## config.mk

```make
export PLATFORM = sky130hd
export DESIGN_NAME = phy_status_interrupt_regs
export DESIGN_NICKNAME = d
export VERILOG_FILES = /design/src/rtl/mgmt_serial_slave.v /design/src/rtl/phy_status_interrupt_regs.v
export VERILOG_INCLUDE_DIRS = /design/src /design/src/rtl
export SDC_FILE = /design/constraint.sdc
export NUM_CORES = 1
export LEC_CHECK = 0
export ABC_AREA = 1
export BUFFER_PORTS_ARGS = -buffer_cell sky130_fd_sc_hd__buf_2
export CORE_MARGIN = 1
export CORE_UTILIZATION = 62
export DETAILED_ROUTE_END_ITERATION = 8
export PLACE_DENSITY = 0.9
export SETUP_SLACK_MARGIN = 0.15
export SLEW_MARGIN = 10
export SYNTH_ARGS = -nofsm -noshare
export SYNTH_HDL_FRONTEND = slang
export SYNTH_SLANG_ARGS = --single-unit
```

## constraint.sdc

```tcl
create_clock -name CLK_SYS -period 2.66 [get_ports CLK_SYS]
set_input_delay 0.532 -clock CLK_SYS [delete_from_list [all_inputs] [get_ports CLK_SYS]]
set_output_delay 0.532 -clock CLK_SYS [all_outputs]
set_load 0.1 [all_outputs]
```

## src/rtl/phy_status_consts.vh

```
`ifndef PHY_STATUS_CONSTS_VH
`define PHY_STATUS_CONSTS_VH

// Register addresses (5-bit management address space)
`define ADDR_PCS_LINK_STATUS      5'h13
`define ADDR_RX_SYMBOL_ERROR_CNT  5'h15
`define ADDR_IRQ_ENABLE_FLAGS     5'h1b
`define ADDR_CROSSOVER_CONTROL    5'h1c
`define ADDR_PHY_CTRL_RESOLVED    5'h1f

// pcs_link_status fields
`define BIT_LINK_GOOD_1000        2
`define BIT_LINK_GOOD_100         1

// irq_enable_and_flags source order, high bit first
`define SRC_JABBER                7
`define SRC_RX_ERROR              6
`define SRC_PAGE_RECEIVED         5
`define SRC_PARALLEL_FAULT        4
`define SRC_PARTNER_ACK           3
`define SRC_LINK_DOWN             2
`define SRC_REMOTE_FAULT          1
`define SRC_LINK_UP               0
`define IRQ_ENABLE_RESET          8'h00
`define IRQ_FLAGS_RESET           8'h00
`define LINK_STATUS_RESET         2'h0
`define RESOLVED_STATUS_RESET     6'h00

// crossover_control fields
`define BIT_FORCED_PAIR_MODE      7
`define BIT_CROSSOVER_OVERRIDE    6
`define CROSSOVER_RESET           16'h0000

// phy_ctrl_resolved_status fields
`define BIT_IRQ_POLARITY          14
`define BIT_JABBER_COUNT_EN       9
`define BIT_SPEED_1000            6
`define BIT_SPEED_100             5
`define BIT_SPEED_10              4
`define BIT_DUPLEX_FULL           3
`define BIT_MASTER                2
`define BIT_LINK_CHECK_FAIL       0
// Writable control bits 15:12, 9:7, 1; jabber enable resets to 1
`define PHY_CTRL_RW_MASK          16'hf382
`define PHY_CTRL_RESET            16'h0200

// Management frame shape
`define MGMT_PREAMBLE_LEN         6'd32
`define MGMT_HDR_LAST             6'd12
`define MGMT_TA_LAST              6'd1
`define MGMT_DATA_LAST            6'd15
`define MGMT_DATA_BITS            6'd16
`define MGMT_OP_READ              2'b10
`define MGMT_OP_WRITE             2'b01

`endif

```

## src/rtl/mgmt_serial_slave.v

```verilog
`include "phy_status_consts.vh"

// Serial management slave: samples MDC and MDIO through two flops each on
// CLK_SYS and walks preamble, start, op, addresses, turnaround and data.
module mgmt_serial_slave #(
  parameter [4:0] PHY_ADDR = 5'h01
) (
  input  wire        clk,        // System clock
  input  wire        reset,      // Synchronous reset, active high
  input  wire        mdc_pin,    // Raw management clock
  input  wire        mdio_in,    // Raw management data in
  output reg         mdio_out,   // Management data out
  output reg         mdio_oe,    // High while driving data
  output wire [4:0]  reg_addr,   // Register address of frame
  output reg         rd_req,     // Pulse: read data wanted
  input  wire [15:0] rd_data,    // Read data, valid with rd_req
  output reg         wr_req,     // Pulse: write with wr_data
  output reg  [15:0] wr_data     // Write data
);
  localparam [4:0] S_PRE = 5'b00001;
  localparam [4:0] S_HDR = 5'b00010;
  localparam [4:0] S_TA  = 5'b00100;
  localparam [4:0] S_RD  = 5'b01000;
  localparam [4:0] S_WR  = 5'b10000;

  reg  [1:0]  mdc_sync;
  reg  [1:0]  mdio_sync;
  reg         mdc_last;
  reg  [4:0]  state;
  reg  [5:0]  count;
  reg  [13:0] hdr;
  reg  [15:0] shift;
  reg         is_read;
  reg         mine;
  wire        rise = mdc_sync[1] & ~mdc_last;
  wire        fall = ~mdc_sync[1] & mdc_last;
  wire        bit_in = mdio_sync[1];
  // Header including the bit arriving now
  wire [13:0] hdr_next = {hdr[12:0], bit_in};

  assign reg_addr = hdr[4:0];

  always @(posedge clk)
  begin
    mdc_sync  <= {mdc_sync[0], mdc_pin};
    mdio_sync <= {mdio_sync[0], mdio_in};
    if (reset)
    begin
      mdc_last <= 1'b0;
      state    <= S_PRE;
      count    <= 6'd0;
      hdr      <= 14'h0000;
      shift    <= 16'h0000;
      is_read  <= 1'b0;
      mine     <= 1'b0;
      mdio_out <= 1'b0;
      mdio_oe  <= 1'b0;
      rd_req   <= 1'b0;
      wr_req   <= 1'b0;
      wr_data  <= 16'h0000;
    end
    else
    begin
      mdc_last <= mdc_sync[1];
      rd_req   <= 1'b0;
      wr_req   <= 1'b0;
      case (state)
        S_PRE:
        begin
          if (rise)
          begin
            if (bit_in)
              count <= (count == `MGMT_PREAMBLE_LEN) ? count : count + 6'd1;
            else if (count == `MGMT_PREAMBLE_LEN)
            begin
              // First zero of start pattern after full preamble
              state <= S_HDR;
              count <= 6'd0;
            end
            else
              count <= 6'd0;
          end
        end
        S_HDR:
        begin
          // Remaining start bit, op (2), phy addr (5), reg addr (5)
          if (rise)
          begin
            hdr   <= hdr_next;
            count <= count + 6'd1;
            if (count == `MGMT_HDR_LAST)
            begin
              is_read <= (hdr_next[11:10] == `MGMT_OP_READ);
              mine    <= (hdr_next[9:5] == PHY_ADDR) && (hdr_next[12] == 1'b1) &&
                         ((hdr_next[11:10] == `MGMT_OP_READ) ||
                          (hdr_next[11:10] == `MGMT_OP_WRITE));
              state   <= S_TA;
              count   <= 6'd0;
            end
          end
        end
        S_TA:
        begin
          if (rise)
          begin
            count <= count + 6'd1;
            if (count == 6'd0 && is_read && mine)
            begin
              // Fetch data; the read side effect happens here
              rd_req <= 1'b1;
            end
            if (count == `MGMT_TA_LAST)
            begin
              state <= is_read ? S_RD : S_WR;
              count <= 6'd0;
            end
          end
          if (rd_req)
            shift <= rd_data;
          if (fall && count == `MGMT_TA_LAST && is_read && mine)
          begin
            mdio_oe  <= 1'b1;
            mdio_out <= 1'b0;
          end
        end
        S_RD:
        begin
          if (fall)
          begin
            if (count == `MGMT_DATA_BITS)
            begin
              mdio_oe <= 1'b0;
              state   <= S_PRE;
              count   <= 6'd0;
            end
            else
            begin
              mdio_out <= shift[15];
              shift    <= {shift[14:0], 1'b0};
              count    <= count + 6'd1;
            end
          end
        end
        S_WR:
        begin
          if (rise)
          begin
            shift <= {shift[14:0], bit_in};
            count <= count + 6'd1;
            if (count == `MGMT_DATA_LAST)
            begin
              wr_data <= {shift[14:0], bit_in};
              wr_req  <= mine;
              state   <= S_PRE;
              count   <= 6'd0;
            end
          end
        end
        default:
        begin
          state <= S_PRE;
          count <= 6'd0;
        end
      endcase
    end
  end
endmodule // mgmt_serial_slave

```

## src/rtl/phy_status_interrupt_regs.v

```verilog
`include "phy_status_consts.vh"

// Overview of operation
// - Read-only gigabit and 100M link-good flags
// - 16-bit symbol error counter, cleared on read
// - Upper byte: eight enables, reset zero
// - Lower byte: sticky event flags, cleared on read
// - Source order jabber down to link up
// - Polarity bit: 1 high, 0 low default
// - Override bit disables automatic pair selection
// - Forced mode picks MDI/MDI-X under override
// - Jabber counter enable, resets to one
// - One-hot resolved speed flags, zero at reset
// - Duplex flag: 1 full, 0 half
// - Master/slave flag: 1 master, 0 slave
module phy_status_interrupt_regs #(
  parameter [4:0] PHY_ADDR = 5'h01,
  parameter       CNT_W    = 16
) (
  input  wire        CLK_SYS,           // System clock, 10 MHz
  input  wire        RESET,             // Synchronous reset, active high
  input  wire        MDC,               // Management clock pin
  input  wire        MDIO_IN,           // Management data pin, input
  output wire        MDIO_OUT,          // Management data pin, output
  output wire        MDIO_OE,           // Management data pin, enable
  output wire        INT_PIN,           // Interrupt output
  input  wire        LINK_GOOD_1000,    // Gigabit link healthy
  input  wire        LINK_GOOD_100,     // 100M link healthy
  input  wire        RX_SYMBOL_ERROR,   // Pulse: frame with symbol error
  input  wire [7:0]  EVENT_IN,          // Pulses per interrupt source
  input  wire [2:0]  SPEED_RESOLVED,    // {1000,100,10} one-hot
  input  wire        DUPLEX_FULL,       // Full duplex resolved
  input  wire        MASTER_RESOLVED,   // Gigabit master
  input  wire        LINK_CHECK_FAIL,   // Link status check failed
  output reg         AUTO_CROSSOVER_EN, // Automatic pair selection on
  output reg         MDI_MODE,          // 1 MDI, 0 MDI-X pair use
  output wire        JABBER_COUNT_EN    // Jabber counter enabled
);
  wire [4:0]       addr;
  wire             rd_req;
  wire             wr_req;
  wire [15:0]      wr_data;
  reg  [15:0]      rd_mux;

  reg  [1:0]       link_s0;
  reg  [1:0]       link_s1;
  reg              symerr_s0;
  reg              symerr_s1;
  reg              symerr_d;
  reg  [7:0]       event_s0;
  reg  [7:0]       event_s1;
  reg  [7:0]       event_d;
  reg  [5:0]       stat_s0;
  reg  [5:0]       stat_s1;

  reg  [CNT_W-1:0] symerr_cnt;
  reg  [7:0]       irq_enable;
  reg  [7:0]       irq_flags;
  reg  [15:0]      crossover;
  reg  [15:0]      phy_ctrl;
  reg  [7:0]       next_flags;
  reg  [CNT_W-1:0] next_cnt;

  // Read strobe aimed at one register
  function read_hit;
    input       strobe;
    input [4:0] a;
    input [4:0] target;
    begin
      read_hit = strobe && (a == target);
    end
  endfunction

  wire       symerr_pulse = symerr_s1 & ~symerr_d;
  wire [7:0] event_pulse  = event_s1 & ~event_d;
  wire       rd_cnt       = read_hit(rd_req, addr, `ADDR_RX_SYMBOL_ERROR_CNT);
  wire       rd_irq       = read_hit(rd_req, addr, `ADDR_IRQ_ENABLE_FLAGS);
  wire       irq_active   = |(irq_flags & irq_enable);

  mgmt_serial_slave #(
    .PHY_ADDR (PHY_ADDR)
  ) u_mgmt (
    .clk      (CLK_SYS),
    .reset    (RESET),
    .mdc_pin  (MDC),
    .mdio_in  (MDIO_IN),
    .mdio_out (MDIO_OUT),
    .mdio_oe  (MDIO_OE),
    .reg_addr (addr),
    .rd_req   (rd_req),
    .rd_data  (rd_mux),
    .wr_req   (wr_req),
    .wr_data  (wr_data)
  );

  // Two-flop synchronisers on the event pins
  always @(posedge CLK_SYS)
  begin
    symerr_s0 <= RX_SYMBOL_ERROR;
    symerr_s1 <= symerr_s0;
    event_s0  <= EVENT_IN;
    event_s1  <= event_s0;
  end

  // Status synchronisers read zero during and after reset
  always @(posedge CLK_SYS)
  begin
    if (RESET)
    begin
      link_s0 <= `LINK_STATUS_RESET;
      link_s1 <= `LINK_STATUS_RESET;
      stat_s0 <= `RESOLVED_STATUS_RESET;
      stat_s1 <= `RESOLVED_STATUS_RESET;
    end
    else
    begin
      link_s0 <= {LINK_GOOD_1000, LINK_GOOD_100};
      link_s1 <= link_s0;
      stat_s0 <= {SPEED_RESOLVED, DUPLEX_FULL, MASTER_RESOLVED, LINK_CHECK_FAIL};
      stat_s1 <= stat_s0;
    end
  end

  // Saturating count; read clears, a same-cycle error counts as one
  always @*
  begin
    next_cnt = rd_cnt ? {CNT_W{1'b0}} : symerr_cnt;
    if (symerr_pulse && (next_cnt != {CNT_W{1'b1}}))
      next_cnt = next_cnt + {{(CNT_W-1){1'b0}}, 1'b1};
  end

  // Read clears flags, but an arriving event wins
  always @*
  begin
    next_flags = rd_irq ? 8'h00 : irq_flags;
    next_flags = next_flags | event_pulse;
  end

  always @(posedge CLK_SYS)
  begin
    if (RESET)
    begin
      symerr_d   <= 1'b0;
      event_d    <= 8'h00;
      symerr_cnt <= {CNT_W{1'b0}};
      irq_enable <= `IRQ_ENABLE_RESET;
      irq_flags  <= `IRQ_FLAGS_RESET;
      crossover  <= `CROSSOVER_RESET;
      phy_ctrl   <= `PHY_CTRL_RESET;
    end
    else
    begin
      symerr_d   <= symerr_s1;
      event_d    <= event_s1;
      symerr_cnt <= next_cnt;
      irq_flags  <= next_flags;
      if (wr_req)
      begin
        case (addr)
          `ADDR_IRQ_ENABLE_FLAGS:
            irq_enable <= wr_data[15:8];
          `ADDR_CROSSOVER_CONTROL:
            crossover <= wr_data;
          `ADDR_PHY_CTRL_RESOLVED:
            phy_ctrl <= wr_data & `PHY_CTRL_RW_MASK;
          default:
            irq_enable <= irq_enable;
        endcase
      end
    end
  end

  // Pair selection outputs
  always @(posedge CLK_SYS)
  begin
    if (RESET)
    begin
      AUTO_CROSSOVER_EN <= 1'b1;
      MDI_MODE          <= 1'b0;
    end
    else
    begin
      AUTO_CROSSOVER_EN <= ~crossover[`BIT_CROSSOVER_OVERRIDE];
      MDI_MODE          <= crossover[`BIT_CROSSOVER_OVERRIDE] &
                           crossover[`BIT_FORCED_PAIR_MODE];
    end
  end

  assign INT_PIN = phy_ctrl[`BIT_IRQ_POLARITY] ? irq_active : ~irq_active;
  assign JABBER_COUNT_EN = phy_ctrl[`BIT_JABBER_COUNT_EN];

  // Read mux; reserved bits read zero, except in crossover_control, which reads back all 16 bits as written
  always @*
  begin
    rd_mux = 16'h0000;
    case (addr)
      `ADDR_PCS_LINK_STATUS:
      begin
        rd_mux[`BIT_LINK_GOOD_1000] = link_s1[1];
        rd_mux[`BIT_LINK_GOOD_100]  = link_s1[0];
      end
      `ADDR_RX_SYMBOL_ERROR_CNT:
        rd_mux[CNT_W-1:0] = symerr_cnt;
      `ADDR_IRQ_ENABLE_FLAGS:
        rd_mux = {irq_enable, irq_flags};
      `ADDR_CROSSOVER_CONTROL:
        rd_mux = crossover;
      `ADDR_PHY_CTRL_RESOLVED:
      begin
        rd_mux = phy_ctrl;
        rd_mux[`BIT_SPEED_1000]      = stat_s1[5];
        rd_mux[`BIT_SPEED_100]       = stat_s1[4];
        rd_mux[`BIT_SPEED_10]        = stat_s1[3];
        rd_mux[`BIT_DUPLEX_FULL]     = stat_s1[2];
        rd_mux[`BIT_MASTER]          = stat_s1[1];
        rd_mux[`BIT_LINK_CHECK_FAIL] = stat_s1[0];
      end
      default:
        rd_mux = 16'h0000;
    endcase
  end
endmodule // phy_status_interrupt_regs

```

==> results.py, run 1 <==
metrics = {
    "pwr": {
        "clkPwrFrac_pct": 40.1,
        "intPower_uw": 4180,
        "p_seq_share_pct": 48.5,
        "p_switching_uw": 1510,
        "cellLeakagePower_uw": 0.00306,
        "p_comb_share_pct": 11.5,
        "ir_worst_vdd_uv": 681,
        "p_per_area_mw_per_mm2": 755,
        "switching_share_pct": 26.5,
    },
    "placed_design": {
        "place_ws_ns": 0.425,
        "post-place-cells": 1029,
        "place.gp.congestion": 0.986,
        "numPortBuffers": 26,
        "place_hpwl_um": 11000,
    },
    "timing": {
        "finalHoldViolations": 0,
        "relSlewSlack_pct": 53.2,
        "setup_slack_ns": 0.306,
        "period_share_pct": 88.5,
        "worst_slew_pin_slew_ns": 0.702,
        "finalSetupViolations": 0,
        "final.setup_skew_ns": 0.00712,
        "maxSlewViolCount": 0,
        "period_minus_slack_ns": 2.35,
        "max_freq_ghz": 0.425,
        "tns_ns": 0,
        "grt_setup_unrepaired": "true",
    },
    "drt": {
        "drt-total-wl_um": 16100,
        "via_per_inst": 5.64,
        "routedWlPerCell_um": 15.1,
        "num_vias": 5988,
        "drc": 0,
        "detailedRoute.firstPassIterationCount": 6,
        "final_antenna_net_count": 0,
        "drtIter0Drc": 647,
    },
    "setup_path": {
        "cp.required_ns": 2.13,
        "crit_chain": "inv_1 -> o21ai_0 -> a221oi_2 -> nand2_1 -> xor2_2 -> buf_8",
        "rr_worst_depth": 8,
        "slowest_delay_ns": 0.30,
        "cp_max_fo": 3,
        "crit_type": "reg -> out",
        "end_kind": "output port",
        "arrival_ns": 1.82,
        "cp_slowest_cell": "dfxtp_1",
        "worstSetupStartpointType": "flop",
    },
    "clock_tree": {
        "clk_path_buf_depth": 2,
        "cts.sinks": 167,
        "cts_max_level": 4,
        "worstSkewPairLatency_ns": 0.55,
        "cts_buffers": 17,
        "hold_buffers": 0,
        "cts.clk_slew.worst_paths_ns": 0.07,
        "cts-root-buf": "clkbuf_8",
        "cts_tree": "done",
    },
    "run_status": {
        "status": "complete, no violations",
    },
    "floorplanning": {
        "row_count": 37,
        "die_area_mm2": 0.0113,
        "die_x_um": 106,
        "core_mm2": 0.0105,
        "die-height_um": 106,
        "initial_utilization_pct": 64.6,
        "io_pins": 27,
    },
    "yosys": {
        "ys_types": 40,
        "synthCells": 895,
        "synth_area_per_cell_um2": 7.55,
        "synth_area_mm2": 0.00676,
        "yosysSeqAreaShare_pct": 49.5,
        "mappedNetlistNets": 920,
        "ys_ff_latch": 167,
        "yosysWarnings": 0,
    },
    "final_layout": {
        "syn2layout_area_growth_pct": 11.4,
        "finalNetCount": 937,
        "layout_commonest_cell": "dfxtp_1",
        "final_util_pct": 71.9,
        "antennaDiodeCount": 0,
        "final_cells": 1061,
        "drive_gt1_share_pct": 9.62,
        "final_cell_mix": "dfxtp_1, nor2_1, nand2_1",
        "fillCellCount": 820,
        "seq_area_mm2": 0.00334,
        "multi_input_area_mm2": 0.00280,
    },
    "global_routing": {
        "overflow": 0,
        "grt_pass1_vias": 5342,
        "antenna_found_initial": 0,
        "grt_use_total_pct": 29.8,
        "grt_pass1_wl_um": 25800,
        "grt_max_degree": 44,
    },
    "min_path": {
        "holdPathStages": 1,
        "hold_class": "in -> reg",
    },
    "run": {
        "maxCapViolCount": 0,
    },
}
per-stage QoR:
step	power [uW]	hold slack, ns	area (um^2)
floorplan	3260	0.310	6760
global placement	3400	0.310	6960
detailed placement	3430	0.314	6960
CTS	5680	0.0675	7510
global route	5910	0.0567	7520
finish	5680	0.0833	7520
path summary, 6_finish.rpt:
| check | slack (ns) | startpoint | endpoint |
|---|---|---|---|
| setup / recovery | 0.31 | irq_enable[0]$_SDFFE_PP0P_ | INT_PIN |
| hold / removal | 0.08 | EVENT_IN[7] | event_s0[7]$_DFF_P_ |
| hold reg to reg | 0.33 | event_s0[1]$_DFF_P_ | event_s1[1]$_DFF_P_ |
| setup reg to reg | 0.37 | u_mgmt.state[0]$_SDFFE_PP1P_ | u_mgmt.count[2]$_SDFFE_PP0P_ |
flip-flops by register name, indices dropped and copies added (netlist names), 2 cells and up:
register	cells
crossover	16
event_d	8
event_s0	8
event_s1	8
irq_enable	8
irq_flags	8
link_s0	2
link_s1	2
phy_ctrl	8
stat_s0	6
stat_s1	6
symerr_cnt	16
u_mgmt.count	6
u_mgmt.hdr	12
u_mgmt.mdc_sync	2
u_mgmt.mdio_sync	2
u_mgmt.shift	16
u_mgmt.state	5
u_mgmt.wr_data	16
kinds of logic (layout without fill, tap and decap cells):
group | Yosys count | count (layout) | share of synthesized area [%]
and+or+nand+nor | 341 | 341 | 22.1
AOI/OAI and AO/OA | 226 | 226 | 17.9
DFF | 167 | 167 | 49.5
buffers and inverters | 153 | 183 | 9.21
adders and majority gates | 4 | 4 | 0.741
xor gates and xnor gates | 4 | 4 | 0.519
cells in the mapped netlist (all sizes together):
| cell | count | share of area [%] |
|---|---|---|
| a21oi | 101 | 7.6 |
| a221oi | 2 | 0.26 |
| a22o | 1 | 0.13 |
| a41oi | 6 | 0.78 |
| and3 | 1 | 0.093 |
| buf | 14 | 1.4 |
| clkbuf | 20 | 1.1 |
| clkinv | 1 | 0.056 |
| dfxtp | 167 | 49 |
| ha | 4 | 0.74 |
| inv | 118 | 6.6 |
| nand2 | 119 | 6.7 |
| nand3 | 58 | 5.1 |
| nand4 | 7 | 0.74 |
| nor2 | 143 | 8.3 |
| nor3 | 8 | 0.67 |
| nor3b | 1 | 0.11 |
| nor4 | 1 | 0.093 |
| o21a | 2 | 0.22 |
| o21ai | 100 | 7.4 |
| o221ai | 2 | 0.26 |
| o22ai | 8 | 0.74 |
| o2bb2ai | 4 | 0.52 |
| or2 | 3 | 0.28 |
| xor2 | 4 | 0.52 |
worst max-delay path: cells and delay by family, from the launching register on:
kind	cells	cell delay [ns]
flip-flops	1	0.30
buffers and inverters	2	0.33
AND/OR/NAND/NOR	1	0.15
XOR/XNOR	1	0.18
AO/OA/AOI/OAI	2	0.31
area by class of cell:
cell class | count | share of cell area (%)
clock inverters | 6 | 0.881
well taps | 136 | 2.26
flip-flops and latches | 167 | 44.4
repair buffers | 32 | 2.79
inverters | 119 | 6.02
clock buffers | 26 | 6.35
multi-input cells | 575 | 37.3
metal layers:
layer / GRT usage, % / share of wire (%) / up-vias
li1: - / - / 2955
met1: 39.8 / 44 / 2695
met5: 0 / 0 / -
met2: 46.7 / 46 / 301
met4: 11.9 / 2.2 / 0
met3: 6.68 / 8.4 / 37
power groups by stage:
stage               Combinational (uW)  Sequential [uW]  Clock, uW
floorplan                          495             2770          0
global placement                   610             2790          0
detailed placement                 625             2800          0
CTS                                638             2750       2300
global route                       729             2770       2410
finish                             651             2760       2280
repair_timing:
| action | CTS | global route |
|---|---|---|
| setup endpoints to repair | 1 | 4 |
| setup buffers | 0 | 0 |
| resized for setup | 1 | 4 |
No activity file was read; power rests on OpenSTA's default activity.
==> run 2: changes to the inputs <==
--- a/config.mk
+++ b/config.mk
@@ -6,12 +6,12 @@
 export SDC_FILE = /design/constraint.sdc
 export NUM_CORES = 1
 export LEC_CHECK = 0
-export ABC_AREA = 1
+export ABC_AREA = 0
 export BUFFER_PORTS_ARGS = -buffer_cell sky130_fd_sc_hd__buf_2
 export CORE_MARGIN = 1
 export CORE_UTILIZATION = 62
 export DETAILED_ROUTE_END_ITERATION = 8
-export PLACE_DENSITY = 0.9
+export PLACE_DENSITY = 0.84
 export SETUP_SLACK_MARGIN = 0.15
 export SLEW_MARGIN = 10
 export SYNTH_ARGS = -nofsm -noshare
==> run 2 against run 1 <==
  * Clock skew rose by 0.0020 ns
  * Combinational power fell by 80%
  * Highest routed layer unchanged
  * Setup slack got worse by 0.098 ns
  * Global-route usage fell by 0.52 points
  * Total power fell by 6.9%
  * Final area barely moved
==> results.py, run 2 <==
metrics = {
    "run_status": {
        "status": "complete, no violations",
    },
    "yosys": {
        "synth-main-ff-cell": "dfxtp_1",
        "yosysSeqAreaShare_pct": 50.1,
        "synth_area_per_cell_um2": 9.23,
        "ys_ff_latch": 167,
        "synth_area_mm2": 0.00667,
        "async_flop_share_pct": 0,
        "synth.most_common_cell": "dfxtp_1",
        "yosys-top-cells-area": "dfxtp_1, mux2i_1, nor2_1, nand2_1, nor2b_1",
        "synthTopCellsByCount": "dfxtp_1, nor2_1, nand2_1",
        "synth_top_area_cell": "dfxtp_1",
        "synth_edf_count": 0,
        "synthCells": 723,
        "netlist.area_leader.share_pct": 50.1,
        "ys_types": 68,
        "yosysWarnings": 0,
        "mappedNetlistNets": 748,
    },
    "floorplanning": {
        "die-height_um": 106,
        "row_count": 37,
        "io_pins": 27,
        "die_area_mm2": 0.0112,
        "core_mm2": 0.0104,
        "initial_utilization_pct": 64.3,
        "die_x_um": 106,
    },
    "clock_tree": {
        "cts_resized": 0,
        "cts_setup_buffers": 0,
        "cts_max_level": 4,
        "hold_buffers": 0,
        "cts_tree": "done",
        "cts.clk_slew.worst_paths_ns": 0.06,
        "cts-root-buf": "clkbuf_8",
        "cts.sinks": 167,
        "cts_buffers": 17,
        "worstSkewPairLatency_ns": 0.54,
        "clk_path_buf_depth": 2,
    },
    "setup_path": {
        "crit_chain": "nor2b_1 -> nand2_1 -> a31oi_1 -> o21ai_0 -> a31oi_1",
        "critPathBufInv": 0,
        "slowest_delay_ns": 0.82,
        "r2r_slack_ns": 0.21,
        "arrival_ns": 2.91,
        "crit_top_cell": "a31oi_1",
        "cp.required_ns": 3.11,
        "rr_worst_depth": 5,
        "cp_slowest_cell": "a31oi_1",
        "crit_type": "reg -> reg",
        "rr_startpoint": "u_mgmt.hdr[2]$_SDFFE_PP0P_",
        "critical-path-top-delay-family": "compound AO/OA/AOI/OAI gates",
        "r2r_end": "u_mgmt.shift[15]$_SDFFE_PP0P_",
        "worstSetupStartpointType": "flop",
        "cp_max_fo": 14,
        "end_kind": "flop",
    },
    "pwr": {
        "p_per_area_mw_per_mm2": 702,
        "cellLeakagePower_uw": 0.00286,
        "ir_worst_vdd_uv": 895,
    },
    "timing": {
        "tns_ns": 0,
        "period_minus_slack_ns": 2.45,
        "period_share_pct": 92.2,
        "relSlewSlack_pct": 24.2,
        "worst_slew_pin_slew_ns": 1.13,
        "fin_hold_ws_ns": 0.0911,
        "grt_setup_unrepaired": "false",
        "finalSetupViolations": 0,
        "final.setup_skew_ns": 0.00909,
        "maxSlewViolCount": 0,
        "finalHoldViolations": 0,
        "max_freq_ghz": 0.408,
    },
    "drt": {
        "routedWlPerCell_um": 17.8,
        "detailedRoute.firstPassIterationCount": 5,
        "drtIter0Drc": 506,
        "num_vias": 5336,
        "via_per_inst": 6.02,
        "drc": 0,
        "final_antenna_net_count": 0,
        "drt-total-wl_um": 15800,
    },
    "placed_design": {
        "place.gp.congestion": 0.932,
        "place_area_mm2": 0.00690,
        "numPortBuffers": 26,
        "post-place-cells": 855,
        "place_hpwl_um": 10300,
    },
    "final_layout": {
        "syn2layout_area_growth_pct": 12.9,
        "final_cell_mix": "dfxtp_1, nor2_1, nand2_1",
        "antennaDiodeCount": 0,
        "finalNetCount": 763,
        "drive_gt1_share_pct": 12.4,
        "final_util_pct": 72.6,
        "fin_area_mm2": 0.00753,
        "layout_commonest_cell": "dfxtp_1",
        "final_cells": 886,
    },
    "global_routing": {
        "grt_max_degree": 56,
        "antenna_found_initial": 0,
        "grt_pass1_wl_um": 25300,
        "overflow": 0,
        "grt_use_total_pct": 29.3,
        "grt_pass1_vias": 5131,
    },
    "min_path": {
        "min_from": "MDC",
        "holdPathStages": 1,
        "hold_end": "u_mgmt.mdc_sync[0]$_DFF_P_",
        "hold_class": "in -> reg",
    },
    "run": {
        "maxCapViolCount": 0,
    },
}
## run 2: metal layers
layer | share of wire, % | track usage (%) | wire length (um)
met4 | 1.8 | 11.6 | 282
met5 | 0 | 0 | 0
met2 | 48 | 48.1 | 7560
met1 | 45 | 37.1 | 7030
met3 | 5.7 | 6.86 | 897
## run 2: worst reg2reg max path: stages, from the launching register on
cell and delay, ns:
dfxtp_1 0.48, nor2b_1 0.40, nand2_1 0.12, a31oi_1 0.82, o21ai_0 0.30, a31oi_1 0.24
## run 2: worst max-delay path by stage
stage / from / to / slack [ns] / cells past startpoint
2_1_floorplan: u_mgmt.count[0]$_SDFFE_PP0P_ / u_mgmt.state[4]$_SDFFE_PP0P_ / 0.49 / 9
3_3_place_gp: u_mgmt.count[0]$_SDFFE_PP0P_ / u_mgmt.state[4]$_SDFFE_PP0P_ / 0.38 / 7
3_5_place_dp: u_mgmt.count[0]$_SDFFE_PP0P_ / u_mgmt.count[0]$_SDFFE_PP0P_ / 0.26 / 7
4_1_cts: irq_flags[3]$_SDFF_PP0_ / INT_PIN / 0.21 / 4
5_1_grt: u_mgmt.count[1]$_SDFFE_PP0P_ / u_mgmt.state[1]$_SDFFE_PP0P_ / 0.16 / 8
6_report: u_mgmt.hdr[2]$_SDFFE_PP0P_ / u_mgmt.shift[15]$_SDFFE_PP0P_ / 0.21 / 5
## run 2: power breakdown
group	switching [uW]	internal [uW]	total, uW	leakage [uW]
Combinational	82.4	50.9	133	0.00120
Sequential	29.1	2550	2580	0.00136
Clock	1020	1560	2570	0.000293
## run 2: cell families after synthesis
logic type | Yosys count | share of synthesized area [%]
AOI/OAI and AO/OA | 174 | 18.0
xor gates and xnor gates | 14 | 1.84
adders and majority gates | 4 | 0.750
buffers and inverters | 54 | 3.49
DFF | 167 | 50.1
muxes | 39 | 5.87
and+or+nand+nor | 271 | 20.0
## run 2: layout make-up
cell class              count  area (um^2)
flip-flops and latches    167         3340
multi-input cells         502         3110
fillers                   774         2840
clock buffers              18          428
repair buffers             41          248
clock inverters            13          195
well taps                 136          170
inverters                   9         33.8
## run 2: metrics by stage
stage	total power [uW]	setup WS [ns]
6_report	5290	0.207
5_1_grt	5430	0.160
4_1_cts	5300	0.215
3_5_place_dp	2760	0.259
3_3_place_gp	2760	0.378
2_1_floorplan	2720	0.493
==> run 3: changes to the inputs <==
--- a/config.mk
+++ b/config.mk
@@ -16,4 +16,5 @@
 export SLEW_MARGIN = 10
 export SYNTH_ARGS = -nofsm -noshare
 export SYNTH_HDL_FRONTEND = slang
+export SYNTH_HIERARCHICAL = 1
 export SYNTH_SLANG_ARGS = --single-unit
==> run 3 against run 2 <==
  * Final cell count grew 3.6%
  * Sequential power is essentially flat
  * Worst hold slack gained 0.11 ns
  * Synthesized cell count grew 5.1%
  * Global-route usage grew 0.41 points
  * Core utilization shrank 1.2 points
  * Final area grew 3.7%
  * Critical path type is now reg -> out
  * Largest power group is now clock
==> results.py, run 3 <==
metrics = {
    "global_routing": {
        "overflow": 0,
        "grt_pass1_vias": 5369,
        "grt_use_total_pct": 29.7,
        "grt_max_degree": 57,
        "antenna_found_initial": 0,
        "grt_pass1_wl_um": 26600,
    },
    "yosys": {
        "synth_top_area_cell": "dfxtp_1",
        "yosysSeqAreaShare_pct": 47.6,
        "ys_types": 82,
        "synthCells": 760,
        "synth-main-ff-cell": "dfxtp_1",
        "synthTopCellsByCount": "dfxtp_1, nand2_1, a21oi_1",
        "synth_area_per_cell_um2": 9.25,
        "ys_ff_latch": 167,
        "yosys-top-cells-area": "dfxtp_1, a21oi_1, nand2_1, mux2i_1, nor2b_1",
        "synth_edf_count": 0,
        "async_flop_share_pct": 0,
        "mappedNetlistNets": 785,
        "synth_area_mm2": 0.00703,
        "synth.most_common_cell": "dfxtp_1",
        "yosysWarnings": 6,
        "netlist.area_leader.share_pct": 47.6,
    },
    "final_layout": {
        "drive_gt1_share_pct": 12.6,
        "multi_input_area_mm2": 0.00336,
        "seq_area_mm2": 0.00334,
        "syn2layout_area_growth_pct": 11.1,
        "antennaDiodeCount": 0,
        "fillCellCount": 809,
        "fin_area_mm2": 0.00781,
        "final_cell_mix": "dfxtp_1, nand2_1, a21oi_1",
        "layout_commonest_cell": "dfxtp_1",
        "finalNetCount": 790,
    },
    "clock_tree": {
        "cts.clk_slew.worst_paths_ns": 0.06,
        "cts_max_level": 4,
        "cts.sinks": 167,
        "hold_buffers": 0,
        "cts_setup_buffers": 0,
        "cts_resized": 0,
        "cts-root-buf": "clkbuf_16",
        "clk_path_buf_depth": 2,
        "cts_tree": "done",
        "worstSkewPairLatency_ns": 0.43,
        "cts_buffers": 17,
    },
    "drt": {
        "drc": 0,
        "drt-total-wl_um": 16300,
        "num_vias": 5798,
        "routedWlPerCell_um": 17.8,
        "via_per_inst": 6.32,
        "drtIter0Drc": 540,
        "detailedRoute.firstPassIterationCount": 7,
        "final_antenna_net_count": 0,
    },
    "setup_path": {
        "worstSetupStartpointType": "flop",
        "crit_start": "irq_flags[3]$_SDFF_PP0_",
        "rr_worst_depth": 6,
        "r2r_slack_ns": 0.34,
        "cp_slowest_cell": "buf_2",
        "critical-path-top-delay-family": "buffers and inverters",
        "cp_max_fo": 3,
        "rr_startpoint": "u_mgmt/state[0]$_SDFFE_PP1P_",
        "cp.required_ns": 2.13,
        "arrival_ns": 1.82,
        "slowest_delay_ns": 0.45,
        "r2r_end": "u_mgmt/shift[7]$_SDFFE_PP0P_",
        "crit_type": "reg -> out",
        "critPathBufInv": 1,
        "end_kind": "output port",
        "crit_chain": "a22oi_1 -> nand4_1 -> xnor2_2 -> buf_2",
    },
    "placed_design": {
        "place_hpwl_um": 10600,
        "place.gp.congestion": 0.869,
        "place_area_mm2": 0.00716,
        "numPortBuffers": 26,
        "place_ws_ns": 0.245,
    },
    "pwr": {
        "intPower_uw": 4260,
        "cellLeakagePower_uw": 0.00291,
        "p_seq_share_pct": 48.1,
        "p_switching_uw": 1100,
        "switching_share_pct": 20.5,
        "clkPwrFrac_pct": 49.2,
        "ir_worst_vdd_uv": 600,
        "p_comb_share_pct": 2.7,
        "power_uw": 5370,
        "p_per_area_mw_per_mm2": 687,
    },
    "timing": {
        "tns_ns": 0,
        "period_minus_slack_ns": 2.35,
        "worst_slew_pin_slew_ns": 0.692,
        "period_share_pct": 88.2,
        "grt_setup_unrepaired": "false",
        "final.setup_skew_ns": 0.00617,
        "relSlewSlack_pct": 53.9,
        "finalSetupViolations": 0,
        "max_freq_ghz": 0.426,
        "setup_slack_ns": 0.313,
        "finalHoldViolations": 0,
        "maxSlewViolCount": 0,
    },
    "floorplanning": {
        "die_x_um": 108,
        "die-height_um": 108,
        "io_pins": 27,
        "initial_utilization_pct": 64.3,
        "die_area_mm2": 0.0118,
        "core_mm2": 0.0109,
        "row_count": 38,
    },
    "min_path": {
        "holdPathStages": 1,
        "min_from": "EVENT_IN[2]",
        "hold_class": "in -> reg",
        "hold_end": "event_s0[2]$_DFF_P_",
    },
    "run": {
        "maxCapViolCount": 0,
    },
    "run_status": {
        "status": "complete, no violations",
    },
}
-- run 3: cell families after synthesis --
logic type      after synthesis  share of synthesized area (%)
compound gates              192                           18.9
simple gates                292                           22.1
xor+xnor                      3                          0.374
fa+ha+maj                     4                          0.712
flops                       167                           47.6
buf+inv                      65                           4.93
mux                          37                           5.48
-- run 3: power groups by stage --
stage	clock [uW]	sequential (uW)	combinational, uW
2_1_floorplan	0	2640	91.2
3_3_place_gp	0	2630	139
3_5_place_dp	0	2640	143
4_1_cts	2660	2580	145
5_1_grt	2770	2590	160
6_report	2640	2580	146
-- run 3: area by class of cell --
cell class                 instances  share of cell area, %
timing repair buffer              41                   3.30
tap                              140                   2.24
multi-input combinational        528                   43.0
clock inverter                     9                   2.08
sequential                       167                   42.8
inverter                          10                  0.481
clock buffer                      23                   6.12
-- run 3: per-stage QoR --
| step | util, % | cells | hold WS [ns] |
|---|---|---|---|
| 6_report | 71.4 | 918 | 0.205 |
| 5_1_grt | 71.4 | 918 | 0.184 |
| 4_1_cts | 71.3 | 918 | 0.193 |
| 3_5_place_dp | 65.5 | 886 | 0.312 |
| 3_3_place_gp | 65.5 | 886 | 0.310 |
| 2_1_floorplan | - | 760 | 0.310 |
-- run 3: worst max path at each step --
stage | end | slack (ns) | cells past startpoint
3_3_place_gp | u_mgmt/shift[8]$_SDFFE_PP0P_ | 0.46 | 5
5_1_grt | u_mgmt/shift[7]$_SDFFE_PP0P_ | 0.18 | 6
3_5_place_dp | u_mgmt/shift[7]$_SDFFE_PP0P_ | 0.24 | 5
6_report | INT_PIN | 0.31 | 4
4_1_cts | u_mgmt/shift[4]$_SDFFE_PP0P_ | 0.22 | 5
2_1_floorplan | INT_PIN | 0.57 | 3
-- run 3: routing by layer --
metal	share of wire, %	global-route usage (%)
met1	43	39.9
met2	46	45.2
met4	2.0	12.5
met5	0	0
met3	8.6	7.72
